File: config.mk
export PLATFORM = sky130hd
export DESIGN_NAME = vfdsc_top
export DESIGN_NICKNAME = d
export VERILOG_FILES = /design/src/rtl/vfdsc_pkg.sv /design/src/rtl/vfdsc_top.sv /design/src/rtl/vfdsc_fifo.sv
export VERILOG_INCLUDE_DIRS = /design/src /design/src/rtl
export SDC_FILE = /design/constraint.sdc
export NUM_CORES = 1
export LEC_CHECK = 0
export ABC_AREA = 1
export BUFFER_PORTS_ARGS = -buffer_cell sky130_fd_sc_hd__buf_2
export CAP_MARGIN = 20
export CORE_MARGIN = 5
export CORE_UTILIZATION = 38
export DETAILED_ROUTE_END_ITERATION = 8
export PLACE_DENSITY = 0.64
export SYNTH_ARGS = -nofsm -noshare
export SYNTH_HDL_FRONTEND = slang
export SYNTH_SLANG_ARGS = --single-unit
File: constraint.sdc
create_clock -name CLK_I -period 3.8 [get_ports CLK_I]
set_input_delay 0.19 -clock CLK_I [delete_from_list [all_inputs] [get_ports CLK_I]]
set_output_delay 0.19 -clock CLK_I [all_outputs]
set_load 0.02 [all_outputs]
File: src/rtl/vfdsc_map.svh
// Register map, field positions, reset values and timing counts
// Assumes a 4-bit data-memory style register port and a 9-bit DMA space
`ifndef VFDSC_MAP_SVH
`define VFDSC_MAP_SVH

// ----------------------------------------------------------------
// Register addresses
// ----------------------------------------------------------------
`define VFD_ADDR_MODE   12'hF88
`define VFD_ADDR_DIM    12'hF89
`define VFD_ADDR_DIGIT  12'hF8A
`define VFD_ADDR_UPPER_SEGMENT_STATIC_SEL  12'hFD5

// ----------------------------------------------------------------
// Reset values and fields
// ----------------------------------------------------------------
`define VFD_MODE_RST    4'h0
`define VFD_DIM_RST     4'h0
`define VFD_DIGIT_RST   4'h8
`define VFD_UPPER_SEGMENT_STATIC_SEL_RST   2'h0
`define VFD_EN_BIT      3
`define VFD_SEG_BASE    5'h09
`define VFD_UP_SEGS     8

// ----------------------------------------------------------------
// Display cycle lengths in main clock periods, less one and in full
// ----------------------------------------------------------------
`define VFD_CYC_SHORT   11'h3FF
`define VFD_CYC_LONG    11'h7FF
`define VFD_CYC_SHORT_N 16'h0400
`define VFD_CYC_LONG_N  16'h0800

// ----------------------------------------------------------------
// Display data area
// ----------------------------------------------------------------
`define VFD_LO_BASE     9'h1C0
`define VFD_UP_BASE     9'h1A0
`define VFD_KEY_DIGIT   4'hF
`define VFD_FIFO_DEPTH  16

`endif

File: src/rtl/vfdsc_pkg.sv
// Types shared by the display scan controller and its buffer
// Assumes the constants of vfdsc_map.svh
package vfdsc_pkg;

    // Segment word of one display slot
    typedef struct packed {
        logic [7:0] up;   // Segments 23..16
        logic [7:0] mid;  // Segments 15..8
        logic [7:0] lo;   // Segments 7..0
    } vfdsc_word_s;

    // Configuration taken at each display period start
    typedef struct packed {
        logic [2:0] segk;      // Segment count code
        logic [3:0] n;         // Digit select value
        logic       cyc_long;  // Long display cycle
        logic [2:0] cut;       // Cut width code
        logic       up_static; // Upper eight segments static
    } vfdsc_cfg_s;

    // DMA fetch states
    typedef enum logic [4:0] {
        F_IDLE = 5'h01,
        F_LO   = 5'h02,
        F_MID  = 5'h04,
        F_UP   = 5'h08,
        F_PUSH = 5'h10
    } vfdsc_fetch_e;

endpackage : vfdsc_pkg

File: src/rtl/vfdsc_top.sv
// Fluorescent display scan controller: registers, DMA fetch, scan timing
// Assumes register port, DMA memory and port latches on CLK_I
//
// Functional notes
// - DMA fetches segment data, drives strobes autonomously
// - Nine to 24 segments, nine to 16 digits
// - Unscanned pins output static or port data
// - Digit pulse width has eight levels
// - Key scan slot raises an interrupt request
// - Key slot segments show the three key buffers
// - Period equals display cycle times N plus two
// - Reset clears display mode register, display stopped
// - Low three mode bits give nine to 16 segments
// - Dynamic upper pins add eight more segments
// - Mode bit three enables or stops scanning
// - Digit select N scans N plus one digits
// - Reset loads digit select with eight
// - Display data lives at 1A0H to 1FFH
// - Cycle length select gives 1024 or 2048 clocks
// - Cut width is 1/16 to 14/16 of cycle
// - Key scan flag reads one only in key slot
`include "vfdsc_map.svh"
`timescale 1ns/1ps
`default_nettype none

module vfdsc_top (
    // Clock and reset
    input  wire logic        CLK_I,
    input  wire logic        RESET_N_I,
    // Register port
    input  wire logic [11:0] REG_ADDR_I,
    input  wire logic [3:0]  REG_WDATA_I,
    input  wire logic        REG_WE_I,
    input  wire logic        REG_RE_I,
    output logic      [3:0]  REG_RDATA_O,
    // DMA read port
    output logic             DMA_REQ_O,
    output logic      [8:0]  DMA_ADDR_O,
    input  wire logic        DMA_GNT_I,
    input  wire logic [7:0]  DMA_DATA_I,
    // Port latches for unscanned pins
    input  wire logic [23:0] PORT_SEG_I,
    input  wire logic [15:0] PORT_DIG_I,
    // Display and interrupt
    output logic      [23:0] SEG_O,
    output logic      [15:0] DIG_O,
    output logic             KEY_SCAN_IRQ_O
);
    // ----------------------------------------------------------------
    // Helpers
    // ----------------------------------------------------------------
    // Cut width in sixteenths for a dimmer code
    function automatic logic [3:0] cut_of(input logic [2:0] c);
        return (c == 3'h0) ? 4'h1 : {c, 1'b0};
    endfunction : cut_of

    // Last slot index of a period, the key slot
    function automatic logic [4:0] last_of(input logic [3:0] n);
        return {1'b0, n} + 5'h01;
    endfunction : last_of

    // ----------------------------------------------------------------
    // Register file
    // ----------------------------------------------------------------
    logic [3:0] mode_q, next_mode;    // display_mode_ctrl
    logic [3:0] dim_q, next_dim;      // dimmer_select
    logic [3:0] digit_count_select_q, next_digit_count_select;    // digit_count_select
    logic [1:0] upper_segment_static_sel_q, next_upper_segment_static_sel;  // upper_segment_static_sel
    logic [3:0] next_rdata;
    logic       ksf_q, next_ksf;      // key_scan_slot_flag

    // Write decode and read mux
    always_comb begin
        next_mode  = mode_q;
        next_dim   = dim_q;
        next_digit_count_select  = digit_count_select_q;
        next_upper_segment_static_sel = upper_segment_static_sel_q;
        next_rdata = 4'h0;            // Unmapped reads zero
        if (REG_WE_I) begin
            case (REG_ADDR_I)
                `VFD_ADDR_MODE:  next_mode  = REG_WDATA_I;
                `VFD_ADDR_DIM:   next_dim   = REG_WDATA_I;
                `VFD_ADDR_DIGIT: next_digit_count_select  = REG_WDATA_I;
                `VFD_ADDR_UPPER_SEGMENT_STATIC_SEL: next_upper_segment_static_sel = REG_WDATA_I[1:0];
                default: ;            // Ignored
            endcase
        end
        if (REG_RE_I) begin
            case (REG_ADDR_I)
                `VFD_ADDR_MODE:  next_rdata = mode_q;
                `VFD_ADDR_DIM:   next_rdata = dim_q;
                `VFD_ADDR_DIGIT: next_rdata = {ksf_q, digit_count_select_q[2:0]};
                `VFD_ADDR_UPPER_SEGMENT_STATIC_SEL: next_rdata = {2'h0, upper_segment_static_sel_q};
                default:         next_rdata = 4'h0;
            endcase
        end
    end

    // Register storage
    always_ff @(posedge CLK_I) begin
        if (!RESET_N_I) begin
            mode_q      <= `VFD_MODE_RST;
            dim_q       <= `VFD_DIM_RST;
            digit_count_select_q      <= `VFD_DIGIT_RST;
            upper_segment_static_sel_q     <= `VFD_UPPER_SEGMENT_STATIC_SEL_RST;
            REG_RDATA_O <= 4'h0;
        end else begin
            mode_q      <= next_mode;
            dim_q       <= next_dim;
            digit_count_select_q      <= next_digit_count_select;
            upper_segment_static_sel_q     <= next_upper_segment_static_sel;
            REG_RDATA_O <= next_rdata;
        end
    end

    // Live configuration; values 0..7 for N are forced to 8..15
    vfdsc_pkg::vfdsc_cfg_s live_cfg;
    always_comb begin
        live_cfg.segk      = mode_q[2:0];
        live_cfg.n         = {1'b1, digit_count_select_q[2:0]};
        live_cfg.cyc_long  = dim_q[0];
        live_cfg.cut       = dim_q[3:1];
        live_cfg.up_static = upper_segment_static_sel_q[0];
    end

    // ----------------------------------------------------------------
    // Scan timing
    // ----------------------------------------------------------------
    vfdsc_pkg::vfdsc_cfg_s cfg_q, next_cfg;  // Period configuration
    logic        running_q, next_running;   // Scan active
    logic [10:0] cyc_q, next_cyc;           // Clock within cycle
    logic [4:0]  slot_q, next_slot;         // Cycle within period
    logic        loaded_q, next_loaded;     // Word taken this cycle
    logic [23:0] word_q, next_word;         // Current segment word
    logic        next_irq;
    logic        cyc_end, key_slot, digit_on, period_end;
    logic        start, stop, restart, pop;
    logic [3:0]  pos16;
    logic        fifo_valid;
    vfdsc_pkg::vfdsc_word_s fifo_word;

    // Slot sequencing and word pickup
    always_comb begin
        cyc_end    = cyc_q == (cfg_q.cyc_long ? `VFD_CYC_LONG : `VFD_CYC_SHORT);
        key_slot   = slot_q == last_of(cfg_q.n);
        pos16      = cfg_q.cyc_long ? cyc_q[10:7] : cyc_q[9:6];
        digit_on   = pos16 >= cut_of(cfg_q.cut);
        period_end = running_q & cyc_end & key_slot;
        start      = mode_q[`VFD_EN_BIT] & (~running_q | period_end);
        stop       = ~mode_q[`VFD_EN_BIT] & running_q;
        restart    = start | stop;
        pop        = running_q & ~restart & ~loaded_q & fifo_valid
                   & (key_slot | digit_on);
        next_running = start ? 1'b1 : (stop ? 1'b0 : running_q);
        next_cfg     = start ? live_cfg : cfg_q;
        next_cyc     = cyc_q;
        next_slot    = slot_q;
        next_loaded  = loaded_q;
        next_word    = word_q;
        if (restart) begin                  // New period or stop
            next_cyc    = 11'h000;
            next_slot   = 5'h00;
            next_loaded = 1'b0;
            next_word   = 24'h000000;
        end else if (running_q) begin
            next_cyc = cyc_end ? 11'h000 : 11'(cyc_q + 11'h001);
            if (cyc_end) begin              // Next digit cycle
                next_slot   = 5'(slot_q + 5'h01);
                next_loaded = 1'b0;
            end else if (pop) begin         // Take word after cut, or at once in key slot
                next_loaded = 1'b1;
                next_word   = fifo_word;
            end
        end
        next_ksf = next_running & (next_slot == last_of(next_cfg.n));
        next_irq = next_ksf & ~ksf_q;
    end

    // Timing registers
    always_ff @(posedge CLK_I) begin
        if (!RESET_N_I) begin
            cfg_q          <= '0;
            running_q      <= 1'b0;
            cyc_q          <= 11'h000;
            slot_q         <= 5'h00;
            loaded_q       <= 1'b0;
            word_q         <= 24'h000000;
            ksf_q          <= 1'b0;
            KEY_SCAN_IRQ_O <= 1'b0;
        end else begin
            cfg_q          <= next_cfg;
            running_q      <= next_running;
            cyc_q          <= next_cyc;
            slot_q         <= next_slot;
            loaded_q       <= next_loaded;
            word_q         <= next_word;
            ksf_q          <= next_ksf;
            KEY_SCAN_IRQ_O <= next_irq;
        end
    end

    // ----------------------------------------------------------------
    // DMA fetch of segment words
    // ----------------------------------------------------------------
    vfdsc_pkg::vfdsc_fetch_e fst_q, next_fst;
    logic [4:0]  fidx_q, next_fidx;         // Slot being fetched
    vfdsc_pkg::vfdsc_word_s fw_q, next_fw;  // Word being built
    logic        next_req;
    logic [8:0]  next_addr;
    logic [3:0]  fdig;
    logic        fifo_ready;

    // Byte address of a fetch step, inside 1A0H..1FFH
    function automatic logic [8:0] fetch_addr(input vfdsc_pkg::vfdsc_fetch_e st,
                                              input logic [3:0] d);
        case (st)
            vfdsc_pkg::F_LO:  return `VFD_LO_BASE + {3'h0, d, 2'h0};
            vfdsc_pkg::F_MID: return `VFD_LO_BASE + {3'h0, d, 2'h2};
            vfdsc_pkg::F_UP:  return `VFD_UP_BASE + {4'h0, d, 1'b0};
            default:          return `VFD_LO_BASE;
        endcase
    endfunction : fetch_addr

    // Fetch sequence, stalled by a full buffer
    always_comb begin
        next_fst  = fst_q;
        next_fidx = fidx_q;
        next_fw   = fw_q;
        case (fst_q)
            vfdsc_pkg::F_IDLE: ;            // Wait for period start
            vfdsc_pkg::F_LO: begin
                if (DMA_GNT_I) begin
                    next_fw.lo = DMA_DATA_I;
                    next_fst   = vfdsc_pkg::F_MID;
                end
            end
            vfdsc_pkg::F_MID: begin
                if (DMA_GNT_I) begin
                    next_fw.mid = DMA_DATA_I;
                    next_fst    = vfdsc_pkg::F_UP;
                end
            end
            vfdsc_pkg::F_UP: begin
                if (DMA_GNT_I) begin
                    next_fw.up = DMA_DATA_I;
                    next_fst   = vfdsc_pkg::F_PUSH;
                end
            end
            vfdsc_pkg::F_PUSH: begin
                if (fifo_ready) begin       // Key slot word is the last
                    next_fidx = 5'(fidx_q + 5'h01);
                    next_fst  = (fidx_q == last_of(cfg_q.n)) ? vfdsc_pkg::F_IDLE
                                                              : vfdsc_pkg::F_LO;
                end
            end
            default: next_fst = vfdsc_pkg::F_IDLE;
        endcase
        if (start) begin                    // Restart with new period
            next_fst  = vfdsc_pkg::F_LO;
            next_fidx = 5'h00;
        end else if (stop) begin
            next_fst  = vfdsc_pkg::F_IDLE;
        end
        // Key slot reads the key buffers
        fdig = (next_fidx == last_of(next_cfg.n)) ? `VFD_KEY_DIGIT : next_fidx[3:0];
        next_req  = (next_fst == vfdsc_pkg::F_LO) | (next_fst == vfdsc_pkg::F_MID)
                  | (next_fst == vfdsc_pkg::F_UP);
        next_addr = fetch_addr(next_fst, fdig);
    end

    // Fetch registers
    always_ff @(posedge CLK_I) begin
        if (!RESET_N_I) begin
            fst_q      <= vfdsc_pkg::F_IDLE;
            fidx_q     <= 5'h00;
            fw_q       <= '0;
            DMA_REQ_O  <= 1'b0;
            DMA_ADDR_O <= `VFD_LO_BASE;
        end else begin
            fst_q      <= next_fst;
            fidx_q     <= next_fidx;
            fw_q       <= next_fw;
            DMA_REQ_O  <= next_req;
            DMA_ADDR_O <= next_addr;
        end
    end

    // Word buffer, flushed at every period start or stop
    vfdsc_fifo #(
        .W ($bits(vfdsc_pkg::vfdsc_word_s)),
        .D (`VFD_FIFO_DEPTH)
    ) u_fifo (
        .clk_i       (CLK_I),
        .rst_n_i     (RESET_N_I),
        .flush_i     (restart),
        .in_valid_i  (fst_q == vfdsc_pkg::F_PUSH),
        .in_data_i   (fw_q),
        .in_ready_o  (fifo_ready),
        .out_valid_o (fifo_valid),
        .out_data_o  (fifo_word),
        .out_ready_i (pop)
    );

    // ----------------------------------------------------------------
    // Pin multiplexing
    // ----------------------------------------------------------------
    vfdsc_pkg::vfdsc_cfg_s pin_cfg;  // Pin roles
    logic [23:0] dyn_seg, next_seg;
    logic [15:0] dyn_dig, next_dig;
    assign pin_cfg = running_q ? cfg_q : live_cfg;
    assign dyn_seg = (running_q & loaded_q) ? word_q : 24'h000000;

    // Segment pins: low pins dynamic below the count, upper pins dynamic unless static, else port data
    for (genvar i = 0; i < 24; i++) begin : g_seg
        if (i < 16) begin : g_low
            assign next_seg[i] = (5'(i) < `VFD_SEG_BASE + {2'h0, pin_cfg.segk})
                               ? dyn_seg[i] : PORT_SEG_I[i];
        end else begin : g_up
            assign next_seg[i] = pin_cfg.up_static
                               ? PORT_SEG_I[i] : dyn_seg[i];
        end
    end

    // Digit pins: strobe within N, else port data
    for (genvar j = 0; j < 16; j++) begin : g_dig
        assign dyn_dig[j]  = running_q & ~key_slot & loaded_q
                           & (slot_q == 5'(j)) & digit_on;
        assign next_dig[j] = (4'(j) <= pin_cfg.n) ? dyn_dig[j]
                                                  : PORT_DIG_I[j];
    end

    // Output registers
    always_ff @(posedge CLK_I) begin
        if (!RESET_N_I) begin
            SEG_O <= 24'h000000;
            DIG_O <= 16'h0000;
        end else begin
            SEG_O <= next_seg;
            DIG_O <= next_dig;
        end
    end

    logic [15:0] per_q;   // Clocks since last key slot start
    logic        seen_q;  // One key slot start seen
    // Count restarts only when the period timing may change, not every period
    always_ff @(posedge CLK_I) begin
        if (!RESET_N_I || stop || (start && (live_cfg != cfg_q))) begin
            per_q  <= 16'h0000;
            seen_q <= 1'b0;
        end else begin
            per_q  <= KEY_SCAN_IRQ_O ? 16'h0001 : 16'(per_q + 16'h0001);
            seen_q <= seen_q | KEY_SCAN_IRQ_O;
        end
    end
endmodule : vfdsc_top

`default_nettype wire

File: src/rtl/vfdsc_fifo.sv
// Segment word buffer between DMA fetch and display timing
// Assumes one clock, synchronous active-low reset, depth a power of two
`timescale 1ns/1ps
`default_nettype none

module vfdsc_fifo #(
    parameter int W = 24,
    parameter int D = 16
) (
    // Clock and reset
    input  wire logic         clk_i,
    input  wire logic         rst_n_i,
    input  wire logic         flush_i,
    // Fill side
    input  wire logic         in_valid_i,
    input  wire logic [W-1:0] in_data_i,
    output logic              in_ready_o,
    // Drain side
    output logic              out_valid_o,
    output logic [W-1:0]      out_data_o,
    input  wire logic         out_ready_i
);
    localparam int AW = $clog2(D);

    logic [W-1:0]  mem_q [D];        // Word storage
    logic [AW-1:0] wp_q, next_wp;    // Write index
    logic [AW-1:0] rp_q, next_rp;    // Read index
    logic [AW:0]   cnt_q, next_cnt;  // Fill level
    logic          push, pop;

    // ----------------------------------------------------------------
    // Pointer and level update
    // ----------------------------------------------------------------
    always_comb begin
        in_ready_o  = cnt_q != (AW+1)'(D);
        out_valid_o = cnt_q != '0;
        out_data_o  = mem_q[rp_q];
        push        = in_valid_i & in_ready_o;
        pop         = out_valid_o & out_ready_i;
        next_wp     = push ? AW'(wp_q + 1'b1) : wp_q;
        next_rp     = pop ? AW'(rp_q + 1'b1) : rp_q;
        next_cnt    = cnt_q + (AW+1)'(push) - (AW+1)'(pop);
        if (flush_i) begin  // Drop all words
            next_wp  = '0;
            next_rp  = '0;
            next_cnt = '0;
        end
    end

    // Registers
    always_ff @(posedge clk_i) begin
        if (!rst_n_i) begin
            wp_q  <= '0;
            rp_q  <= '0;
            cnt_q <= '0;
        end else begin
            wp_q  <= next_wp;
            rp_q  <= next_rp;
            cnt_q <= next_cnt;
        end
    end

    // Storage write, no reset needed
    always_ff @(posedge clk_i) begin
        if (push) begin
            mem_q[wp_q] <= in_data_i;
        end
    end

endmodule : vfdsc_fifo

`default_nettype wire

# Word level (Yosys, flattened, before mapping)
# Memories as Yosys holds them, arrays and structs flattened. A register that Yosys moved wholly into a read port is not among the register bits.
# Cells that the tools add are included.
# W data, S select, Z words.
totals:
  reg_bits: 146
  latch_bits: 0
  mem_bits_rw: 384
  romBits: 0
  in_bits: 69
  out_inout_bits: 55
  elab_cells: 253
  memories: 1
op_classes:
  n_addsub: 13
  multipliers: 0
  n_div: 0
  magnitude_cmp: 33
  eq_ne: 33
  shifts: 0
  muxes: 70
  bitwise: 60
  reduce_logical: 15
memory_table:
  columns: ["name", "depth", "width", "rd", "rd_ports_with_merged_regs", "wr", "line_no", "rtl"]
  rows:
  - ["u_fifo.mem_q", 16, 24, 1, 1, 1, "vfdsc_fifo.sv:25", "logic [W-1:0] mem_q [D];"]
op_table:
  columns: ["op", "count"]
  rows:
  - ["$mux W5", 12]
  - ["$eq A5 B4 Y1 const B", 10]
  - ["$eq A12 B12 Y1 const B", 4]
  - ["$and A1 B1 Y1", 47]
  - ["$mux W1", 46]
  - ["$lt A4 B5 Y1 const A", 8]
  - ["$le A4 B4 Y1 const A", 8]
  - ["$eq A5 B3 Y1 const B", 6]
  - ["$pmux W9 S3", 1]
  - ["$pmux W5 S5", 1]
  - ["$mux W24", 1]
  - ["$mux W11", 2]
  - ["$eq A5 B2 Y1 const B", 4]
  - ["$eq A5 B5 Y1", 4]
  - ["$lt A3 B5 Y1 const A", 4]
  - ["$reduce_and A2 Y1", 9]
  - ["$add A7 B7 Y8 const A", 2]
  - ["$le A3 B4 Y1 const A", 4]
  - ["$pmux W4 S4", 1]
  - ["$mux W12", 1]
  - ["$mux W4", 3]
  - ["$add A11 B1 Y11 const B", 1]
  - ["$eq A11 B11 Y1", 1]
  - ["$add A4 B1 Y5 const B", 2]
  - ["24 further kinds", 42]

# Logic depth before layout (Yosys ltp)
depth:
  depth_word: 14
  ltp_mapped: 22
  mapped_depth_nobuf: 22

# Cells and area by module
# Synthesis repeated with hierarchy kept, for this count alone.
unflattened:
  hier_cells: 2644
  area_unflattened_um2: 24343.3
modules_own_cells:
  columns: ["mod", "n_inst", "cells_each", "area_per_inst_um2", "seq_area_each_um2"]
  rows:
  - ["vfdsc_fifo", 1, 1682, 17302.8, 11871.4]
  - ["vfdsc_top", 1, 962, 7040.5, 3083.0]

# Least setup slack after synthesis
# No wires, ideal clock.
synth_timing:
  path_kind: "register to register"
  from: "reg cfg_q[6] (netlist bit)"
  to: "reg u_fifo.cnt_q[4]"
  setup_time_ps: 70
  arrival_time_ps: 2986
  path_slack_ps: 744
  stages_incl_launch_ff: 22
  n_path_buf: 0
  period_less_slack_ps: 3056
  path_cell_list: "dfxtp_1 ha_1 inv_1 nand2_1 nand2_1 nand3_1 nor2_1 nand3_2 nand2_4 nand2_8 nand2_2 inv_2 nand2_2 inv_1 ha_1 inv_1 ha_1 fa_1 nand2_1 a21oi_1 or3_1 a21oi_1"
synth_via:
  elab_chain_cells: 13
  word_cells_on_any_way: 15
synth_rtl:
  columns: ["item", "line_no", "rtl"]
  rows:
  - ["start: declaration", "vfdsc_top.sv:129", "vfdsc_pkg::vfdsc_cfg_s cfg_q, next_cfg;"]
  - ["start signal: assignment", "vfdsc_top.sv:191", "cfg_q <= next_cfg;"]
  - ["$add A4 B1 Y5 *", "vfdsc_top.sv:59", "return {1'b0, n} + 5'h01;"]
  - ["$eq A5 B5 Y1 *", "vfdsc_top.sv:145", "key_slot = slot_q == last_of(cfg_q.n);"]
  - ["$and A1 B1 Y1", "vfdsc_top.sv:148", "period_end = running_q & cyc_end & key_slot;"]
  - ["$or A1 B1 Y1", "vfdsc_top.sv:149", "start = mode_q[`VFD_EN_BIT] & (~running_q | period_end);"]
  - ["$and A1 B1 Y1", "vfdsc_top.sv:149", null]
  - ["$or A1 B1 Y1", "vfdsc_top.sv:151", "restart = start | stop;"]
  - ["$not A1 Y1", "vfdsc_top.sv:152", "pop = running_q & ~restart & ~loaded_q & fifo_valid"]
  - ["$and A1 B1 Y1 (3 in series)", "vfdsc_top.sv:152", null]
  - ["$and A1 B1 Y1 *", "vfdsc_top.sv:153", "& (key_slot | digit_on);"]
  - ["$and A1 B1 Y1 *", "vfdsc_fifo.sv:39", "pop = out_valid_o & out_ready_i;"]
  - ["via u_fifo.pop", "vfdsc_fifo.sv:29", "logic push, pop;"]
  - ["$sub A5 B1 Y5 *", "vfdsc_fifo.sv:42", "next_cnt = cnt_q + (AW+1)'(push) - (AW+1)'(pop);"]
  - ["end signal: assignment", "vfdsc_fifo.sv:59", "cnt_q <= next_cnt;"]
  - ["end: declaration", "vfdsc_fifo.sv:28", "logic [AW:0] cnt_q, next_cnt;"]
# The timed path passes the listed nets; every way through them passes the cells marked *.
# A chain may end at the register's enable or synchronous reset.

# Final worst setup path
# Ends and elaborated chain as after synthesis.

==> results.tsv <==
metric	value	unit
WL final	60.5	mm
Layout Nets	2390	
Yosys reg bits	551	
synth unique cells	51	
Max clock buf depth	3	
first-pass GRT wire length	92.0	mm
top cells by area, synth	edfxtp_1 (51%), dfxtp_1 (15%), o21ai_0 (7.2%)	
adder-cell area share of the yosys netlist	0.0154	
Tcrit/Tclk final	0.921	
Hold Worst Slack	0.0702	ns
share of layout cells above drive strength 1	0.129	
Synthesis Warnings	0	
Post-route DRC	0	
starting density of the core	0.382	
vias in the first global route	16300	
sequential share of power	0.543	
Mapped Area	22500	µm²
max frequency	286	MHz
Crit. End Element	flip-flop	
TritonRoute pass-1 iters	8	
worst-skew pair later-pin latency	0.60	ns
clk sinks	551	
TritonCTS Buffers	52	
Place WS	0.336	ns
largest area contributor in the netlist	edfxtp_1	
Die Area	64100	µm²
GPL Wtd Cong	0.853	
CP max FO	6	
Post-synth ARST share	0	
GRT overflow	0	
H-tree depth	2	
post-synthesis cell count	2136	
DR vias	16700	
CTS tree	yes	
die width	253	µm
Synth Area in Compound Gates	0.138	
Max Cap Violations	0	
Sw Share	0.198	
post-CTS setup buffer count	0	
Syn Area/Cell	10.5	µm²
Power Dens Cells	444	nW/µm²
I/O Buffers	119	
clock power share	0.442	
Total Power	11.7	mW
num ports	124	
RSZ-0062 raised after global routing	false	
Logic pwr share	0.015	
PostCTS Resize Cnt	0	
vias per cell	5.37	
kind of critical path	reg2reg	
Post-DRT Antenna Nets	0	
GRT Resource Usage Total	0.181	
Worst EP arrival	4.02	ns
Switch Pwr	2.31	mW
Top FF cell, synth	edfxtp_1	
worst-margin pin slew	0.946	ns
Layout area overhead	17.0	%
DP HPWL	36.8	mm
main combinational cell family by area after synthesis	compound AO/OA/AOI/OAI gates	
WP data required	4.32	ns
Seq/Total Area, Yosys	0.662	
core area	58800	µm²
Synth top area share	0.513	
Setup TNS Final	0	ns
row cnt	89	
worst reg2reg path depth	21	
xor-xnor portion of the synthesized cell area	0.00585	
CTS clk-pin slew, worst paths	0.06	ns
largest net degree at the start of global routing	92	
hold buffers post-CTS	52	
DIE HEIGHT	253	µm
shortest period the worst path allows	3.50	ns
Max Slew Vio Count	0	
status	completed	
Hold Path Sink	SEG_O[10]$_SDFF_PN0_	
Hold Crit Depth	3	
WL/cell	19.4	µm
Synth Area in Simple Gates	0.136	
Int Power	9.38	mW
number of enable flip-flop cells after synthesis	384	
Peak VDD IR	0.000373	V
antenna violations before repair	0	
final setup fails	0	
post-synthesis mux area share	0.000891	
Final Worst Setup Slack	0.301	ns
Root Buffer	clkbuf_16	
RR Startpoint	cfg_q[6]$_SDFF_PN0_	
final hold vios	0	
Rel. slew slack	0.364	
Fillers	5397	
Crit Reg-Reg Endpoint	u_fifo.cnt_q[4]$_SDFF_PP0_	
P_leak	9.93	nW
R2R Setup Slk	0.30	ns
DRT iter0 DRCs	1514	
worst min-delay path startpoint	PORT_SEG_I[10]	
Hold Path Class	in2reg	
Final Skew	0.0141	ns
Startpoint Class	flip-flop	
-- routing by layer --
| layer | wire length, µm | vias to the layer above | track usage |
|---|---|---|---|
| li1 | - | 7860 | - |
| met1 | 25200 | 8144 | 0.238 |
| met2 | 29600 | 599 | 0.310 |
| met3 | 4320 | 93 | 0.0340 |
| met4 | 1440 | 0 | 0.0506 |
| met5 | 0 | - | 0 |
-- flip-flops by register name, summed over array words and instances (netlist names), 6 cells and up --
signal / flops
DIG_O: 16
SEG_O: 24
cyc_q: 11
u_fifo.mem_q: 384
fw_q: 24
word_q: 24
cfg_q: 12
DMA_ADDR_O: 6
-- cells in the mapped netlist, drive strengths merged, types with 2 or more instances --
master	number
o32ai	6
inv	125
mux2i	2
nand3b	4
o22ai	114
ha	26
a211oi	3
a22oi	9
nand3	77
o21ai	327
dfxtp	167
clkbuf	100
nor3	22
nand2	178
o211ai	3
xnor2	3
edfxtp	384
a31oi	2
a21oi	100
nor2	410
xor2	12
o21a	3
nor3b	2
or2	7
nor4	9
a22o	2
nand4	15
and3	2
buf	14
conb	2
-- worst max-delay path by stage --
| stage | slack [ns] | end | startpoint | cells after the start |
|---|---|---|---|---|
| 6_report | 0.30 | u_fifo.cnt_q[4]$_SDFF_PP0_ | cfg_q[6]$_SDFF_PN0_ | 21 |
| 4_1_cts | 0.32 | u_fifo.cnt_q[4]$_SDFF_PP0_ | cfg_q[6]$_SDFF_PN0_ | 21 |
| 3_5_place_dp | 0.34 | u_fifo.cnt_q[4]$_SDFF_PP0_ | cfg_q[6]$_SDFF_PN0_ | 21 |
| 3_3_place_gp | 0.42 | u_fifo.cnt_q[4]$_SDFF_PP0_ | cfg_q[6]$_SDFF_PN0_ | 21 |
| 2_1_floorplan | 0.74 | u_fifo.cnt_q[4]$_SDFF_PP0_ | cfg_q[6]$_SDFF_PN0_ | 21 |
| 5_1_grt | 0.03 | u_fifo.cnt_q[4]$_SDFF_PP0_ | cfg_q[6]$_SDFF_PN0_ | 21 |
-- per-stage QoR --
stage               std cells  utilization  cell area [µm²]
CTS                      3111        0.447            26300
global placement         2961        0.409            24100
detailed placement       2961        0.409            24100
finish                   3112        0.447            26300
global route             3111        0.447            26300
floorplan                2137            -            22500
-- critical path: stages, from the launching register on --
cell	delay [ns]
dfxtp_1	0.44
ha_1	0.30
inv_1	0.09
nand2_1	0.05
nand2_1	0.06
nand3_1	0.07
nor2_1	0.11
nand3_2	0.12
nand2_4	0.13
nand2_8	0.05
nand2_2	0.13
inv_2	0.10
nand2_2	0.15
inv_1	0.11
ha_1	0.28
inv_1	0.04
ha_1	0.20
fa_1	0.39
nand2_1	0.09
a21oi_1	0.08
or3_1	0.31
a21oi_1	0.12
-- logic make-up (layout without fill, tap and decap cells) --
family                     Yosys count  count (layout)
and+or+nand+nor                    728             728
other                                2               4
adders and majority gates           27              27
AOI/OAI and AO/OA                  572             572
muxes                                2               2
DFF                                551             551
buffers and inverters              239             440
xor gates and xnor gates            15              15
-- power by group through the flow --
stage	clock, mW	combinational, mW	sequential [mW]
floorplan	0	0.0478	6.49
global placement	0	0.124	6.48
detailed placement	0	0.125	6.48
CTS	5.26	0.167	6.35
global route	5.52	0.183	6.34
finish	5.17	0.171	6.35
-- cell usage in the layout, fill, tap and decap left out, types with 8 or more instances in the layout --
cell type,instances
a21oi_1,100
a22oi_1,9
buf_2,119
buf_4,39
clkbuf_1,8
clkbuf_16,53
clkbuf_8,10
clkinv_2,10
dfxtp_1,164
dlygate4sd3_1,52
edfxtp_1,384
ha_1,26
inv_1,117
nand2_1,169
nand3_1,71
nand4_1,15
nor2_1,390
nor2_2,19
nor3_1,21
nor4_1,8
o21ai_0,325
o22ai_1,114
xor2_1,12
-- layout make-up --
| class | count | area [µm²] | area share |
|---|---|---|---|
| Antenna cell | 1 | 2.50 | 0.0000952 |
| Multi-Input combinational cell | 1347 | 6710 | 0.255 |
| Tap cell | 773 | 967 | 0.0368 |
| Inverter | 125 | 474 | 0.0180 |
| Sequential cell | 551 | 14900 | 0.566 |
| Clock inverter | 27 | 223 | 0.00847 |
| Timing Repair Buffer | 217 | 1550 | 0.0589 |
| Clock buffer | 71 | 1490 | 0.0568 |
No activity file was read; power rests on OpenSTA's default activity.
